$ cat src/verilog/tmr_defs.svh
// Register offsets, field positions, reset values for the capture/match timer
`ifndef TMR_DEFS_SVH
`define TMR_DEFS_SVH
`define OFS_FLAGS 8'h00
`define OFS_CTL 8'h04
`define OFS_TC 8'h08
`define OFS_PR 8'h0C
`define OFS_PC 8'h10
`define OFS_MCTL 8'h14
`define OFS_MR0 8'h18
`define OFS_CCTL 8'h28
`define OFS_CR0 8'h2C
`define OFS_EXT 8'h3C
`define OFS_CNT 8'h40
`define CTL_EN 0
`define CTL_RST 1
`define MC_INT 0
`define MC_RST 1
`define MC_STOP 2
`define MC_STRIDE 3
`define CC_RISE 0
`define CC_FALL 1
`define CC_INT 2
`define CC_AND 3
`define CC_STRIDE 4
`define EXT_ACT_LSB 4
`define FLAG_CAP_LSB 4
`define RST_WORD 32'h0000_0000
`endif

$ cat src/verilog/tmr_pkg.sv
// Types shared by the capture/match timer
package tmr_pkg;
    typedef struct packed {
        logic [7:0] addr;
        logic [31:0] wdata;
        logic wr;
        logic rd;
    } bus_req_t;
    typedef enum logic [1:0] {MODE_TIMER, MODE_RISE, MODE_FALL, MODE_BOTH} count_mode_t;
    typedef enum logic [1:0] {ACT_NONE, ACT_LOW, ACT_HIGH, ACT_TOGGLE} ext_act_t;
endpackage

$ cat src/verilog/cap_edge.sv
// Capture pin combiner and edge detector for one channel
`timescale 1ns/1ps
`default_nettype none
module cap_edge #(
    parameter int PINS = 2
) (
    input wire logic clk,
    input wire logic rst,
    input wire logic [PINS-1:0] pins,
    input wire logic use_and,
    output logic rise,
    output logic fall
);
    logic level;
    logic prev;
    logic next_prev;

    // Several pins feed one channel, merged by OR or AND
    always_comb
    begin
        level = use_and ? (&pins) : (|pins);
        next_prev = level;
        rise = level & ~prev;
        fall = ~level & prev;
    end

    always_ff @(posedge clk or posedge rst)
    begin
        if (rst)
            prev <= 1'b0;
        else
            prev <= next_prev;
    end
endmodule
`default_nettype wire

$ cat src/verilog/tmr_capture_match.sv
// 32-bit timer/counter with prescaler, four match and four capture channels
//
// Added by the designer: the register offsets and strobed register access.
`timescale 1ns/1ps
`default_nettype none
`include "tmr_defs.svh"
module tmr_capture_match #(
    parameter int CAP_PINS = 2,
    parameter int MAT_PINS = 2
) (
    input wire logic clk,
    input wire logic rst,
    input wire tmr_pkg::bus_req_t bus,
    output logic [31:0] rdata,
    input wire logic [4*CAP_PINS-1:0] cap_pins,
    output logic [4*MAT_PINS-1:0] match_pins,
    output logic int_pending
);
    import tmr_pkg::*;

    // ------------------------------------------------------------
    // State
    // ------------------------------------------------------------
    logic [7:0] flags, next_flags;
    logic [1:0] ctl, next_ctl;
    logic [31:0] tc, next_tc;
    logic [31:0] pr, next_pr;
    logic [31:0] pc, next_pc;
    logic [11:0] mctl, next_mctl;
    logic [15:0] cctl, next_cctl;
    logic [11:0] ext, next_ext;
    logic [3:0] cnt, next_cnt;
    logic [31:0] mr [4];
    logic [31:0] next_mr [4];
    logic [31:0] cr [4];
    logic [31:0] next_cr [4];
    logic [31:0] next_rdata;
    logic next_int;
    logic [3:0] rise, fall, cap_ev, hit;
    logic run, tick, step, do_reset, do_stop;
    count_mode_t mode;

    // ------------------------------------------------------------
    // Capture inputs
    // ------------------------------------------------------------
    genvar g;
    generate
        for (g = 0; g < 4; g++)
        begin : gen_cap
            cap_edge #(.PINS(CAP_PINS)) u_edge (
                .clk(clk),
                .rst(rst),
                .pins(cap_pins[g*CAP_PINS +: CAP_PINS]),
                .use_and(cctl[g*`CC_STRIDE + `CC_AND]),
                .rise(rise[g]),
                .fall(fall[g])
            );
            // Every channel captures, the count source included
            assign cap_ev[g] = (rise[g] & cctl[g*`CC_STRIDE + `CC_RISE])
                             | (fall[g] & cctl[g*`CC_STRIDE + `CC_FALL]);
            assign hit[g] = step && (tc == mr[g]);
            // Each match state drives a group of pins
            assign match_pins[g*MAT_PINS +: MAT_PINS] = {MAT_PINS{ext[g]}};
        end
    endgenerate

    // ------------------------------------------------------------
    // Count source and prescaler
    // ------------------------------------------------------------
    // Edges need one clk sample per level, hence the outside limits
    always_comb
    begin
        mode = count_mode_t'(cnt[1:0]);
        run = ctl[`CTL_EN] && !ctl[`CTL_RST];
        case (mode)
            MODE_TIMER: tick = 1'b1;
            MODE_RISE: tick = rise[cnt[3:2]];
            MODE_FALL: tick = fall[cnt[3:2]];
            MODE_BOTH: tick = rise[cnt[3:2]] | fall[cnt[3:2]];
            default: tick = 1'b0;
        endcase
        step = run && tick && (pc == pr);
    end

    // ------------------------------------------------------------
    // Next state
    // ------------------------------------------------------------
    always_comb
    begin
        next_flags = flags;
        next_ctl = ctl;
        next_tc = tc;
        next_pr = pr;
        next_pc = pc;
        next_mctl = mctl;
        next_cctl = cctl;
        next_ext = ext;
        next_cnt = cnt;
        next_mr = mr;
        next_cr = cr;
        next_rdata = `RST_WORD;
        do_reset = 1'b0;
        do_stop = 1'b0;

        // Clear first so that a same-cycle event still sets its flag
        if (bus.wr && bus.addr == `OFS_FLAGS)
            next_flags = flags & ~bus.wdata[7:0];

        for (int i = 0; i < 4; i++)
        begin
            if (hit[i])
            begin
                if (mctl[i*`MC_STRIDE + `MC_INT])
                    next_flags[i] = 1'b1;
                if (mctl[i*`MC_STRIDE + `MC_RST])
                    do_reset = 1'b1;
                if (mctl[i*`MC_STRIDE + `MC_STOP])
                    do_stop = 1'b1;
                case (ext_act_t'(ext[`EXT_ACT_LSB + 2*i +: 2]))
                    ACT_LOW: next_ext[i] = 1'b0;
                    ACT_HIGH: next_ext[i] = 1'b1;
                    ACT_TOGGLE: next_ext[i] = ~ext[i];
                    default: next_ext[i] = ext[i];
                endcase
            end
            if (cap_ev[i])
            begin
                next_cr[i] = tc;
                if (cctl[i*`CC_STRIDE + `CC_INT])
                    next_flags[`FLAG_CAP_LSB + i] = 1'b1;
            end
        end

        if (ctl[`CTL_RST])
        begin
            next_pc = `RST_WORD;
            next_tc = `RST_WORD;
        end
        else if (run && tick)
        begin
            if (pc == pr)
            begin
                next_pc = `RST_WORD;
                if (do_reset)
                    next_tc = `RST_WORD;
                else if (!do_stop)
                    next_tc = tc + 32'h0000_0001;
            end
            else
                next_pc = pc + 32'h0000_0001;
        end
        if (do_stop)
            next_ctl[`CTL_EN] = 1'b0;

        // Software writes land after the hardware updates
        if (bus.wr)
        begin
            case (bus.addr)
                `OFS_CTL: next_ctl = bus.wdata[1:0];
                `OFS_TC: next_tc = bus.wdata;
                `OFS_PR: next_pr = bus.wdata;
                `OFS_MCTL: next_mctl = bus.wdata[11:0];
                `OFS_CCTL: next_cctl = bus.wdata[15:0];
                `OFS_EXT: next_ext = bus.wdata[11:0];
                `OFS_CNT: next_cnt = bus.wdata[3:0];
                default: next_cnt = next_cnt;
            endcase
            for (int i = 0; i < 4; i++)
                if (bus.addr == 8'(`OFS_MR0 + 4*i))
                    next_mr[i] = bus.wdata;
        end

        if (bus.rd)
        begin
            case (bus.addr)
                `OFS_FLAGS: next_rdata = {24'h00_0000, flags};
                `OFS_CTL: next_rdata = {30'h0000_0000, ctl};
                `OFS_TC: next_rdata = tc;
                `OFS_PR: next_rdata = pr;
                `OFS_PC: next_rdata = pc;
                `OFS_MCTL: next_rdata = {20'h0_0000, mctl};
                `OFS_CCTL: next_rdata = {16'h0000, cctl};
                `OFS_EXT: next_rdata = {20'h0_0000, ext};
                `OFS_CNT: next_rdata = {28'h000_0000, cnt};
                default: next_rdata = `RST_WORD;
            endcase
            for (int i = 0; i < 4; i++)
            begin
                if (bus.addr == 8'(`OFS_MR0 + 4*i))
                    next_rdata = mr[i];
                if (bus.addr == 8'(`OFS_CR0 + 4*i))
                    next_rdata = cr[i];
            end
        end
        next_int = |next_flags;
    end

    // ------------------------------------------------------------
    // Registers
    // ------------------------------------------------------------
    always_ff @(posedge clk or posedge rst)
    begin
        if (rst)
        begin
            flags <= 8'h00;
            ctl <= 2'h0;
            tc <= `RST_WORD;
            pr <= `RST_WORD;
            pc <= `RST_WORD;
            mctl <= 12'h000;
            cctl <= 16'h0000;
            ext <= 12'h000;
            cnt <= 4'h0;
            mr <= '{default: `RST_WORD};
            cr <= '{default: `RST_WORD};
            rdata <= `RST_WORD;
            int_pending <= 1'b0;
        end
        else
        begin
            flags <= next_flags;
            ctl <= next_ctl;
            tc <= next_tc;
            pr <= next_pr;
            pc <= next_pc;
            mctl <= next_mctl;
            cctl <= next_cctl;
            ext <= next_ext;
            cnt <= next_cnt;
            mr <= next_mr;
            cr <= next_cr;
            rdata <= next_rdata;
            int_pending <= next_int;
        end
    end

    logic tc_wr, ctl_wr;
    assign tc_wr = bus.wr && bus.addr == `OFS_TC;
    assign ctl_wr = bus.wr && bus.addr == `OFS_CTL;
endmodule
`default_nettype wire

$ cat config.mk
export PLATFORM = sky130hd
export DESIGN_NAME = tmr_capture_match
export DESIGN_NICKNAME = d
export VERILOG_FILES = /design/src/verilog/tmr_pkg.sv /design/src/verilog/cap_edge.sv /design/src/verilog/tmr_capture_match.sv
export VERILOG_INCLUDE_DIRS = /design/src /design/src/verilog
export SDC_FILE = /design/constraint.sdc
export NUM_CORES = 1
export LEC_CHECK = 0
export ABC_AREA = 1
export BUFFER_PORTS_ARGS = -buffer_cell sky130_fd_sc_hd__buf_4
export CORE_MARGIN = 5
export CORE_UTILIZATION = 42
export CTS_BUF_LIST = sky130_fd_sc_hd__clkbuf_8 sky130_fd_sc_hd__clkbuf_16
export DETAILED_ROUTE_END_ITERATION = 6
export SLEW_MARGIN = 25
export SYNTH_ARGS = -nofsm -noshare
export SYNTH_HDL_FRONTEND = slang
export SYNTH_SLANG_ARGS = --single-unit
$ cat constraint.sdc
create_clock -name clk -period 19.3 [get_ports clk]
set_input_delay 2.895 -clock clk [delete_from_list [all_inputs] [get_ports clk]]
set_output_delay 2.895 -clock clk [all_outputs]
set_load 0.02 [all_outputs]
==> results.md, run 1 <==
* Status: complete, no violations
* Initial Utilization at 0.422
* CTS Sinks at 443
* Worst IR Drop VDD at 0.0739 mV
* Crit-path max cell delay at 0.56 ns
* Reg area at 11100 um2
* Fmax at 0.183 GHz
* Final Hold Viols at 0
* CTS buffer count at 51
* Initial DRT Pass Iterations at 6
* Post-synth top flop: dfrtp_1
* Setup slack, reg-to-reg at 15.56 ns
* DP Worst Slack at 13.27 ns
* Worst hold start: cr[111]$_DFFE_PP0N_
* Fin cells at 3755
* WL per Instance at 23.5 um
* ANT cells at 0
* Syn_area_per_cell at 7.71 um2
* Worst Setup Start Kind: input pin
* Largest net degree at the start of global routing at 167
* # hold bufs at CTS at 0
* CP top delay family: simple AND/OR/NAND/NOR gates
* Setup Skew at 0.0190 ns
* Number of core rows at 86
* Routed vias at 21400
* Multi-input logic area at 10300 um2
* Root Buffer: clkbuf_16
* HP Class: reg2reg
* Die height at 245 um
* Required time worst endpoint at 19.81 ns
* Filler instances at 5440
* Avg Vias per Cell at 5.69
* Post-route DRC at 0
* Leak pwr at 12.8 nW
* Routability cong. at 0.942
* Setup TNS at 0 ns
* Syn Inst Count at 3008
* Core ar. at 54900 um2
* Endpoints failing setup at 0
* Post-synthesis sequential area ratio at 0.478
* WL final at 88100 um
* Initial antenna violation count at 0
* Number of synthesis warnings at 0
* Antenna Nets Post-Route at 0
* Vias in the first global route at 20900
* Die X at 245 um
* I/O pins at 93
* R2R depth at 18
* Worst-skew pair later-pin latency at 0.62 ns
* CTS H-tree depth at 2
* CP cell instances: buf_4 > nand2_1 > nand2_1 > nand2_1 > nand3_1 > nand3_1 > nand3_1 > nand3_2 > nand2_1 > buf_4 > inv_1 > nor2_2 > inv_1 > nand2_1 > inv_1 > nor3_1
* Hold path cells at 2
* Mapped cell area at 23200 um2
* GRT Util Overall at 0.290
* Crit path buffers/inverters at 5
* DP Wirelength at 62500 um
* First-pass GRT wire length at 133000 um
* EDFF count, synth at 0
* Die area at 60000 um2
* Worst-path clk slew at 0.06 ns
* Critical Path Most Common Cell: nand2_1
* Number of gates resized after CTS at 0
* Clock buffer depth at 3
* Synth Register Bits at 443
* Dpl cells at 3664
* Data arrival, critical path at 5.96 ns
* Initial detailed-routing violation count at 2150
* Setup crit end kind: register
* Nets at 3068
* Async set-or-reset flop fraction in the synthesized netlist at 1.00
* Postcts setup bufs at 0
* R2R Path Start: tc[6]$_DFF_PP0_
* Total gr overflow at 0
* End of the worst register-to-register path: tc[1]$_DFF_PP0_
* Syn nets at 3062
* Final min period at 5.45 ns
* Worst-path fanout max at 29
* Worst slew margin at 0.298
* RSZ-0062 raised after global routing: no
* TritonCTS clock tree: built
* Layout cells sized above 1 at 0.0793
* Setup WS post-layout at 13.85 ns
* Critical path type: in2reg
* Worst-Margin Slew at 1.04 ns
* Period utilization at 0.283
* Final slew viol count at 0
* Max Cap Viol at 0
* Pwr Total at 2.31 mW
* Port bufs at 92
* Area Overhead vs Synth at 12.4%
* Commonest non-fill, non-tap cell in the layout: nand2_1
* Highest-delay cell along the critical path: inv_1
* Commonest cells after routing, fill and taps aside: nand2_1 (857), dfrtp_1 (443), o21ai_0 (421), inv_1 (284), nor2_1 (189)
* Power per cell area at 88.5 nW/um2
* Synth unique cells at 52
* Worst hold endpoint: cr[111]$_DFFE_PP0N_
-- layout make-up --
type,count,area share
timing repair buffer,123,0.0368
clock buffer,60,0.0537
inverter,282,0.0409
tap,704,0.0338
multi-input combinational,2113,0.397
sequential,443,0.426
clock inverter,30,0.0125
-- cell usage after synthesis, drive strengths merged, types with 3 or more instances --
| library cell | count | share of area |
|---|---|---|
| a22oi | 5 | 0.0016 |
| nor4 | 16 | 0.0052 |
| o2111ai | 16 | 0.0060 |
| xnor2 | 18 | 0.0068 |
| a221o | 4 | 0.0017 |
| o21ai | 424 | 0.092 |
| buf | 53 | 0.013 |
| inv | 278 | 0.045 |
| nand3 | 123 | 0.027 |
| nor2 | 200 | 0.033 |
| o211ai | 8 | 0.0026 |
| clkbuf | 117 | 0.019 |
| a31oi | 20 | 0.0054 |
| o21a | 3 | 0.00097 |
| a21oi | 106 | 0.023 |
| nor3 | 36 | 0.0092 |
| or2 | 4 | 0.0011 |
| a221oi | 8 | 0.0030 |
| o22ai | 39 | 0.011 |
| xor2 | 125 | 0.047 |
| a211oi | 5 | 0.0016 |
| o21bai | 5 | 0.0016 |
| nand4 | 64 | 0.018 |
| clkinv | 4 | 0.00065 |
| dfrtp | 443 | 0.48 |
| nand2 | 866 | 0.14 |
| nand3b | 4 | 0.0013 |
-- registers in the layout, indices dropped and copies added (netlist names), 12 cells and up --
name   cells
cctl      16
cr       128
ext       12
mctl      12
mr       128
pc        32
pr        32
rdata     32
tc        32
-- worst max-delay path by stage --
stage           startpoint                   to  slack [ns]  cells past startpoint
2_1_floorplan          rst  cctl[0]$_DFFE_PP0P_        4.06                      1
3_3_place_gp   cap_pins[6]   pc[18]$_DFFE_PP0P_       13.32                     17
3_5_place_dp   cap_pins[6]   pc[13]$_DFFE_PP0P_       13.27                     16
4_1_cts        cap_pins[6]   pc[13]$_DFFE_PP0P_       13.90                     16
5_1_grt        cap_pins[4]   pc[13]$_DFFE_PP0P_       13.60                     16
6_report       cap_pins[6]   pc[13]$_DFFE_PP0P_       13.85                     16
-- worst register-to-register path: cells and delay by family (launching register included) --
kind | cells | cell delay (ns)
AOI/OAI and AO/OA | 1 | 0.12
buffers and inverters | 2 | 0.66
DFF | 1 | 0.79
and+or+nand+nor | 15 | 2.08
-- layer usage --
metal  track usage  routed length (um)
met5             0                   0
met3        0.0387                5720
met2         0.484               42300
met1         0.382               35900
met4         0.124                4220
-- kinds of logic after synthesis --
family                   count (synthesis)  synth area share
flip-flops                             443             0.478
adder cells (fa/ha/maj)                  2           0.00108
XOR/XNOR                               143            0.0540
buffers and inverters                  452            0.0780
AO/OA/AOI/OAI                          648             0.151
AND/OR/NAND/NOR                       1319             0.237
multiplexers                             1          0.000486
-- power by group --
part	internal (mW)	switching, mW	leakage, nW
Combinational	0.0737	0.171	5.96
Clock	0.597	0.423	0.890
Sequential	0.996	0.0465	5.99
-- through the flow --
step / area [um2] / util / hold slack [ns]
2_1_floorplan: 23200 / - / 0.437
3_3_place_gp: 24300 / 0.442 / 0.456
3_5_place_dp: 24300 / 0.442 / 0.464
4_1_cts: 26000 / 0.474 / 0.483
5_1_grt: 26100 / 0.475 / 0.502
6_report: 26100 / 0.475 / 0.482
(Power assumes the default switching activity.)
==> run 2, diff against run 1 <==
- ABC_AREA: 1 -> 0
- clock period: 19.3 -> 5.1 ns (I/O delays scaled with it)
==> run 2 against run 1 <==
- synthesized cell count down 33%
- global-route usage down 1.6 points
- cell count down 26%
- total power rose to 3.7 times the previous value
- critical endpoint is now tc[25]$_DFF_PP0_
- largest cell class unchanged
- critical path type is now reg2reg
- worst setup slack worse by 12 ns
- non-clock buffer count up 26
- routed wire length down 7.0%
- clock skew up 0.010 ns
- sequential share of layout area up 0.78 points
- clock power rose to 3.6 times the previous value
==> results.md, run 2 <==
* Synth Register Bits at 443 (unchanged)
* Initial Utilization at 0.422 (about the same)
* Max Cap Viol at 0 (unchanged)
* Synth unique cells at 80 (was 52)
* Final min period at 3.73 ns
* Endpoints failing setup at 0 (unchanged)
* CTS Sinks at 443 (unchanged)
* Layout cells sized above 1 at 0.283 (was 0.0793)
* Sequential power share at 0.469 (was 0.452)
* # hold bufs at CTS at 0 (unchanged)
* HP Class: in2async (was reg2reg)
* Sw power at 2.24 mW (was 0.640 mW)
* Most frequent cells after synthesis: dfrtp_1 (443), mux2_2 (324), xnor2_1 (169), nand2_1 (125), clkbuf_1 (104) (was nand2_1 (864), dfrtp_1 (443), o21ai_0 (421), inv_1 (273), nor2_1 (194))
* Placed cell areas at 23900 um2 (was 24300 um2)
* Largest family of logic cells by synthesized area: multiplexers (was simple AND/OR/NAND/NOR gates)
* TritonCTS clock tree: built (unchanged)
* Setup Skew at 0.0294 ns (was 0.0190 ns)
* CTS H-tree depth at 2 (unchanged)
* Number of core rows at 85 (was 86)
* EDFF count, synth at 0 (unchanged)
* Worst IR Drop VDD at 0.208 mV (was 0.0739 mV)
* I/O pins at 93 (unchanged)
* Period utilization at 0.731
* DP Worst Slack at 1.26 ns (was 13.27 ns)
* Antenna Nets Post-Route at 0 (unchanged)
* Worst-path fanout max at 30 (was 29)
* Initial detailed-routing violation count at 2337 (was 2150)
* CP cell instances: xnor2_1 > nand4_1 > nor4_1 > nand3_1 > and4_1 > o21a_1 > buf_4 > inv_1 > o21ai_0 (was buf_4 > nand2_1 > nand2_1 > nand2_1 > nand3_1 > nand3_1 > nand3_1 > nand3_2 > nand2_1 > buf_4 > inv_1 > nor2_2 > inv_1 > nand2_1 > inv_1 > nor3_1)
* Syn nets at 2084 (was 3062)
* Synth area leaders: dfrtp_1 (49%), mux2_2 (16%), xnor2_1 (6.6%) (was dfrtp_1 (48%), nand2_1 (14%), o21ai_0 (9.1%))
* Initial DRT Pass Iterations at 7 (was 6)
* Area Overhead vs Synth at 13.4% (was 12.4%)
* Final Instance Area at 25600 um2 (was 26100 um2)
* Core ar. at 53500 um2 (was 54900 um2)
* Synth Area in Compound Gates at 0.139 (was 0.151)
* Syn Inst Count at 2030 (was 3008)
* Post-route DRC at 0 (unchanged)
* Die X at 242 um (was 245 um)
* Comb power frac at 0.105 (was 0.106)
* Setup WS post-layout at 1.37 ns (was 13.85 ns)
* Pwr Total at 8.59 mW (was 2.31 mW)
* Commonest non-fill, non-tap cell in the layout: dfrtp_1 (was nand2_1)
* Fin cells at 2784 (was 3755)
* Clock buffer depth at 3 (unchanged)
* CTS buffer count at 48 (was 51)
* Syn_area_per_cell at 11.1 um2 (was 7.71 um2)
* Number of synthesis warnings at 0 (unchanged)
* Routed vias at 17800 (was 21400)
* Worst Setup Start Kind: register (was input pin)
* DP Wirelength at 57600 um (was 62500 um)
* Data arrival, critical path at 4.17 ns (was 5.96 ns)
* Setup TNS at 0 ns (unchanged)
* Final slew viol count at 0 (unchanged)
* Synth Area in Adders at 0.00161 (was 0.00108)
* Worst-Margin Slew at 1.12 ns (was 1.04 ns)
* Root Buffer: clkbuf_16 (unchanged)
* Status: complete, no violations (unchanged)
* Post-synthesis xor/xnor area fraction at 0.0687 (was 0.0540)
* Clock share of power at 0.426 (was 0.442)
* Post-Synth Simple-Gate Area at 0.100 (was 0.237)
* Die area at 58400 um2 (was 60000 um2)
* Synth area leader: dfrtp_1 (unchanged)
* Internal power at 6.35 mW (was 1.67 mW)
* First-pass GRT wire length at 122000 um (was 133000 um)
* Largest regs: cr: 128 flops, mr: 128 flops (unchanged)
* Worst slew margin at 0.249 (was 0.298)
* Post-synth top flop: dfrtp_1 (unchanged)
* Crit-path max cell delay at 0.87 ns (was 0.56 ns)
* WHS at 0.200 ns (was 0.482 ns)
* ANT cells at 0 (unchanged)
* Top-count cell post-synth: dfrtp_1 (was nand2_1)
* Fmax at 0.268 GHz
* Number of gates resized after CTS at 0 (unchanged)
* Mapped cell area at 22600 um2 (was 23200 um2)
* Postcts setup bufs at 0 (unchanged)
* Port bufs at 92 (unchanged)
* Async set-or-reset flop fraction in the synthesized netlist at 1.00 (unchanged)
* Leak pwr at 11.3 nW (was 12.8 nW)
* Power per cell area at 336 nW/um2 (was 88.5 nW/um2)
* Mux contribution to synthesized area at 0.162 (was 0.000486)
* Commonest cells after routing, fill and taps aside: dfrtp_1 (443), mux2_2 (324), xnor2_1 (169), buf_4 (144), nand2_1 (125) (was nand2_1 (857), dfrtp_1 (443), o21ai_0 (421), inv_1 (284), nor2_1 (189))
* Vias in the first global route at 17800 (was 20900)
* WL per Instance at 29.4 um (was 23.5 um)
* Die height at 242 um (was 245 um)
* Post-synthesis sequential area ratio at 0.492 (was 0.478)
* Sw Share at 0.260 (was 0.278)
* Worst-path clk slew at 0.07 ns (was 0.06 ns)
* Critical path type: reg2reg (was in2reg)
* Final Hold Viols at 0 (unchanged)
* Worst-skew pair later-pin latency at 0.60 ns (was 0.62 ns)
* Initial antenna violation count at 0 (unchanged)
* WL final at 81900 um (was 88100 um)
* Final Core Density at 0.478 (was 0.475)
* Required time worst endpoint at 5.54 ns (was 19.81 ns)
* Nets at 2107 (was 3068)
* Share of the synthesized area in the top cell type at 0.492 (was 0.478)
* Dpl cells at 2699 (was 3664)
* Total gr overflow at 0 (unchanged)
* Avg Vias per Cell at 6.39 (was 5.69)
* Largest net degree at the start of global routing at 130 (was 167)
* Highest-delay cell along the critical path: nor4_1 (was inv_1)
* GRT Util Overall at 0.274 (was 0.290)
* Setup crit end kind: register (unchanged)
* RSZ-0062 raised after global routing: no (unchanged)
* Routability cong. at 0.962 (was 0.942)
## run 2: routing by layer
| layer | wire length, um | vias to the layer above | GRT usage | share of wire |
|---|---|---|---|---|
| li1 | - | 7509 | - | - |
| met1 | 33400 | 9026 | 0.376 | 0.41 |
| met2 | 37000 | 1017 | 0.424 | 0.45 |
| met3 | 7530 | 229 | 0.0576 | 0.092 |
| met4 | 4050 | 0 | 0.116 | 0.049 |
| met5 | 0 | - | 0 | 0 |
## run 2: power groups by stage
stage	combinational, mW	clock (mW)	sequential, mW
CTS	0.900	3.70	4.02
global route	0.959	3.84	4.05
global placement	0.880	0	4.07
finish	0.904	3.66	4.03
floorplan	0.594	0	3.97
detailed placement	0.896	0	4.08
## run 2: final cells by class
type | count | area [um2]
fill | 4884 | 27900
sequential | 443 | 11100
multi-input combinational | 1390 | 10700
clock buffer | 63 | 1420
timing repair buffer | 149 | 1180
tap | 696 | 871
clock inverter | 22 | 228
inverter | 21 | 82.6
## run 2: final timing paths
path                               startpoint                   to  slack [ns]  cells past startpoint
setup / recovery              tc[7]$_DFF_PP0_     tc[25]$_DFF_PP0_        1.37                      9
hold / removal                            rst     tc[29]$_DFF_PP0_        0.20                      2
setup reg to reg              tc[7]$_DFF_PP0_     tc[25]$_DFF_PP0_        1.37                      9
hold reg to reg            cr[13]$_DFFE_PP0N_   cr[13]$_DFFE_PP0N_        0.48                      2
max in group asynchronous                 rst  mctl[3]$_DFFE_PP0P_        3.60                      4
min in group clk           cr[13]$_DFFE_PP0N_   cr[13]$_DFFE_PP0N_        0.48                      2
## run 2: kinds of logic after synthesis
group / Yosys count
AO/OA/AOI/OAI: 440
XOR/XNOR: 177
adder cells (fa/ha/maj): 3
buffers and inverters: 197
flip-flops: 443
multiplexers: 325
AND/OR/NAND/NOR: 445
## run 2: worst max-delay path, delay by kind of cell (launching register included)
family | cells | cell delay, ns
simple gates | 4 | 1.42
flops | 1 | 0.67
buf+inv | 2 | 0.63
xor+xnor | 1 | 0.48
compound gates | 2 | 0.36
==> run 3, diff against run 2 <==
- clock period: 5.1 -> 3.2 ns (I/O delays scaled with it)
==> run 3 against run 2 <==
- first-iteration DRC count grew 0.56%
- largest power group unchanged
- flip-flop and latch count unchanged
- sequential power up 58%
- clock skew down 0.010 ns
- the flow now finishes with violations (design-rule violations)
==> results.md, run 3 (synthesis results as in run 2) <==
* Clock buffer depth at 3 (unchanged)
* Die X at 242 um (unchanged)
* TritonCTS clock tree: built (unchanged)
* Post-route DRC at 1 (was 0)
* Number of core rows at 85 (unchanged)
* Commonest non-fill, non-tap cell in the layout: dfrtp_1 (unchanged)
* Worst-Margin Slew at 0.967 ns (was 1.12 ns)
* Initial Utilization at 0.422 (unchanged)
* Worst-skew pair later-pin latency at 0.60 ns (about the same)
* R2R Path Start: tc[2]$_DFF_PP0_ (was tc[7]$_DFF_PP0_)
* Worst Setup Start Kind: register (unchanged)
* Power per cell area at 510 nW/um2 (was 336 nW/um2)
* Status: complete, but fails checks (was complete, no violations)
* Leak pwr at 12.0 nW (was 11.3 nW)
* Largest regs: cr: 128 flops, mr: 128 flops (unchanged)
* Setup crit end kind: register (unchanged)
* WL final at 85300 um (was 81900 um)
* Initial antenna violation count at 3 (was 0)
* First-pass GRT wire length at 126000 um (was 122000 um)
* Filler instances at 4762 (was 4884)
* Total gr overflow at 0 (unchanged)
* Data arrival, critical path at 3.65 ns (was 4.17 ns)
* Port bufs at 92 (unchanged)
* Largest net degree at the start of global routing at 93 (was 130)
* Worst-path fanout max at 24 (was 30)
* Core ar. at 53500 um2 (unchanged)
* Routability cong. at 0.942 (was 0.962)
* Layout cells sized above 1 at 0.329 (was 0.283)
* Failing checks: design-rule violations
* Die height at 242 um (unchanged)
* Final slew viol count at 0 (unchanged)
* CTS buffer count at 49 (was 48)
* CTS H-tree depth at 2 (unchanged)
* Initial DRT Pass Iterations at 7 (unchanged)
* Worst IR Drop VDD at 0.366 mV (was 0.208 mV)
* I/O pins at 93 (unchanged)
* Initial detailed-routing violation count at 2350 (was 2337)
* Critical path type: reg2reg (unchanged)
* Final min period at 3.18 ns (was 3.73 ns)
* Commonest cells after routing, fill and taps aside: dfrtp_1 (441), mux2_2 (324), buf_4 (264), xnor2_1 (168), nand2_1 (124) (was dfrtp_1 (443), mux2_2 (324), xnor2_1 (169), buf_4 (144), nand2_1 (125))
* Final Instance Area at 26700 um2 (was 25600 um2)
* Setup Skew at 0.0189 ns (was 0.0294 ns)
* # hold bufs at CTS at 0 (unchanged)
* Worst setup path startpoint: tc[2]$_DFF_PP0_ (was tc[7]$_DFF_PP0_)
* Die area at 58400 um2 (unchanged)
* DP Wirelength at 61700 um (was 57600 um)
* Routed vias at 18300 (was 17800)
* HP Class: in2async (unchanged)
* GRT Util Overall at 0.284 (was 0.274)
* Placed cell areas at 25100 um2 (was 23900 um2)
* WL per Instance at 29.3 um (was 29.4 um)
* Endpoints failing setup at 0 (unchanged)
* Fmax at 0.315 GHz (was 0.268 GHz)
* Worst slew margin at 0.356 (was 0.249)
* Vias in the first global route at 18600 (was 17800)
* Nets at 2241 (was 2107)
* Avg Vias per Cell at 6.29 (was 6.39)
* CTS Sinks at 443 (unchanged)
* Dpl cells at 2832 (was 2699)
* Postcts setup bufs at 0 (unchanged)
* Fin cells at 2916 (was 2784)
* Area Overhead vs Synth at 18.4% (was 13.4%)
* Antenna Nets Post-Route at 0 (unchanged)
* Required time worst endpoint at 3.67 ns (was 5.54 ns)
* ANT cells at 0 (unchanged)
* Worst-path clk slew at 0.06 ns (was 0.07 ns)
* Period utilization at 0.993 (was 0.731)
* Max Cap Viol at 0 (unchanged)
* Root Buffer: clkbuf_16 (unchanged)
* Final Hold Viols at 0 (unchanged)
run 3: cell count changes in the layout (fill, tap and decap cells not counted), sizes merged:
cell,change
inv,-1
clkinvlp,+2
clkinv,+3
buf,+133
bufinv,-2
clkbuf,-3
run 3: worst paths after layout:
| path | depth (start not counted) | to | slack (ns) |
|---|---|---|---|
| min reg2reg | 2 | cr[13]$_DFFE_PP0N_ | 0.48 |
| max reg2reg | 10 | tc[11]$_DFF_PP0_ | 0.02 |
| max | 10 | tc[11]$_DFF_PP0_ | 0.02 |
| min in group clk | 3 | tc[22]$_DFF_PP0_ | 0.22 |
| min | 2 | rdata[17]$_DFF_PP0_ | 0.02 |
| max in group asynchronous | 3 | rdata[12]$_DFF_PP0_ | 2.16 |
run 3: timing repair:
| item | CTS | global route |
|---|---|---|
| endpoints found under the hold margin | 0 | 0 |
| gates cloned | 0 | 0 |
| gates resized for setup | 1 | 6 |
| setup endpoints to repair | 21 | 28 |
run 3: power breakdown:
part	switching (mW)	internal [mW]	total (mW)
logic	0.924	0.706	1.63
clock network	2.35	3.26	5.62
registers	0.344	6.01	6.36
total	3.62	9.98	13.6
run 3: per-stage QoR:
| step | total power, mW | hold WS (ns) | util | TNS, ns | setup slack (ns) |
|---|---|---|---|---|---|
| after CTS | 13.6 | 0.0201 | 0.498 | 0 | 0.0511 |
| after global routing | 14.0 | 0.0244 | 0.499 | -0.00360 | -0.00360 |
| after global placement | 7.99 | 0.458 | 0.469 | -0.498 | -0.0963 |
| after floorplan | 7.28 | 0.445 | - | -1447.37 | -3.27 |
| final | 13.6 | 0.0245 | 0.499 | 0 | 0.0225 |
| after detailed placement | 8.05 | 0.465 | 0.469 | -0.465 | -0.0768 |
run 3: worst max-delay path, cell delays in order (launching register included):
cell	delay, ns
dfrtp_1	0.57
xnor2_1	0.55
nand4_1	0.28
nor4_4	0.28
buf_4	0.20
nand3_1	0.09
and4_1	0.22
o21a_1	0.27
buf_12	0.20
o211a_1	0.11
a211o_1	0.28
run 3: layout make-up:
type                    count  area [um2]  area share
clock buffers              60        1380      0.0516
inverters                  21        82.6     0.00309
repair buffers            282        2340      0.0877
clock inverters            24         191     0.00717
well taps                 696         871      0.0326
multi-input cells        1390       10700       0.402
flip-flops and latches    443       11100       0.415
run 3: layer usage:
metal  GRT usage  part of all wire  vias up  wire [um]
li1            -                 -     7804          -
met1       0.396              0.42     9405      35800
met2       0.436              0.45      916      38000
met3      0.0565             0.086      210       7330
met4       0.120             0.049        0       4170
met5           0                 0        -          0
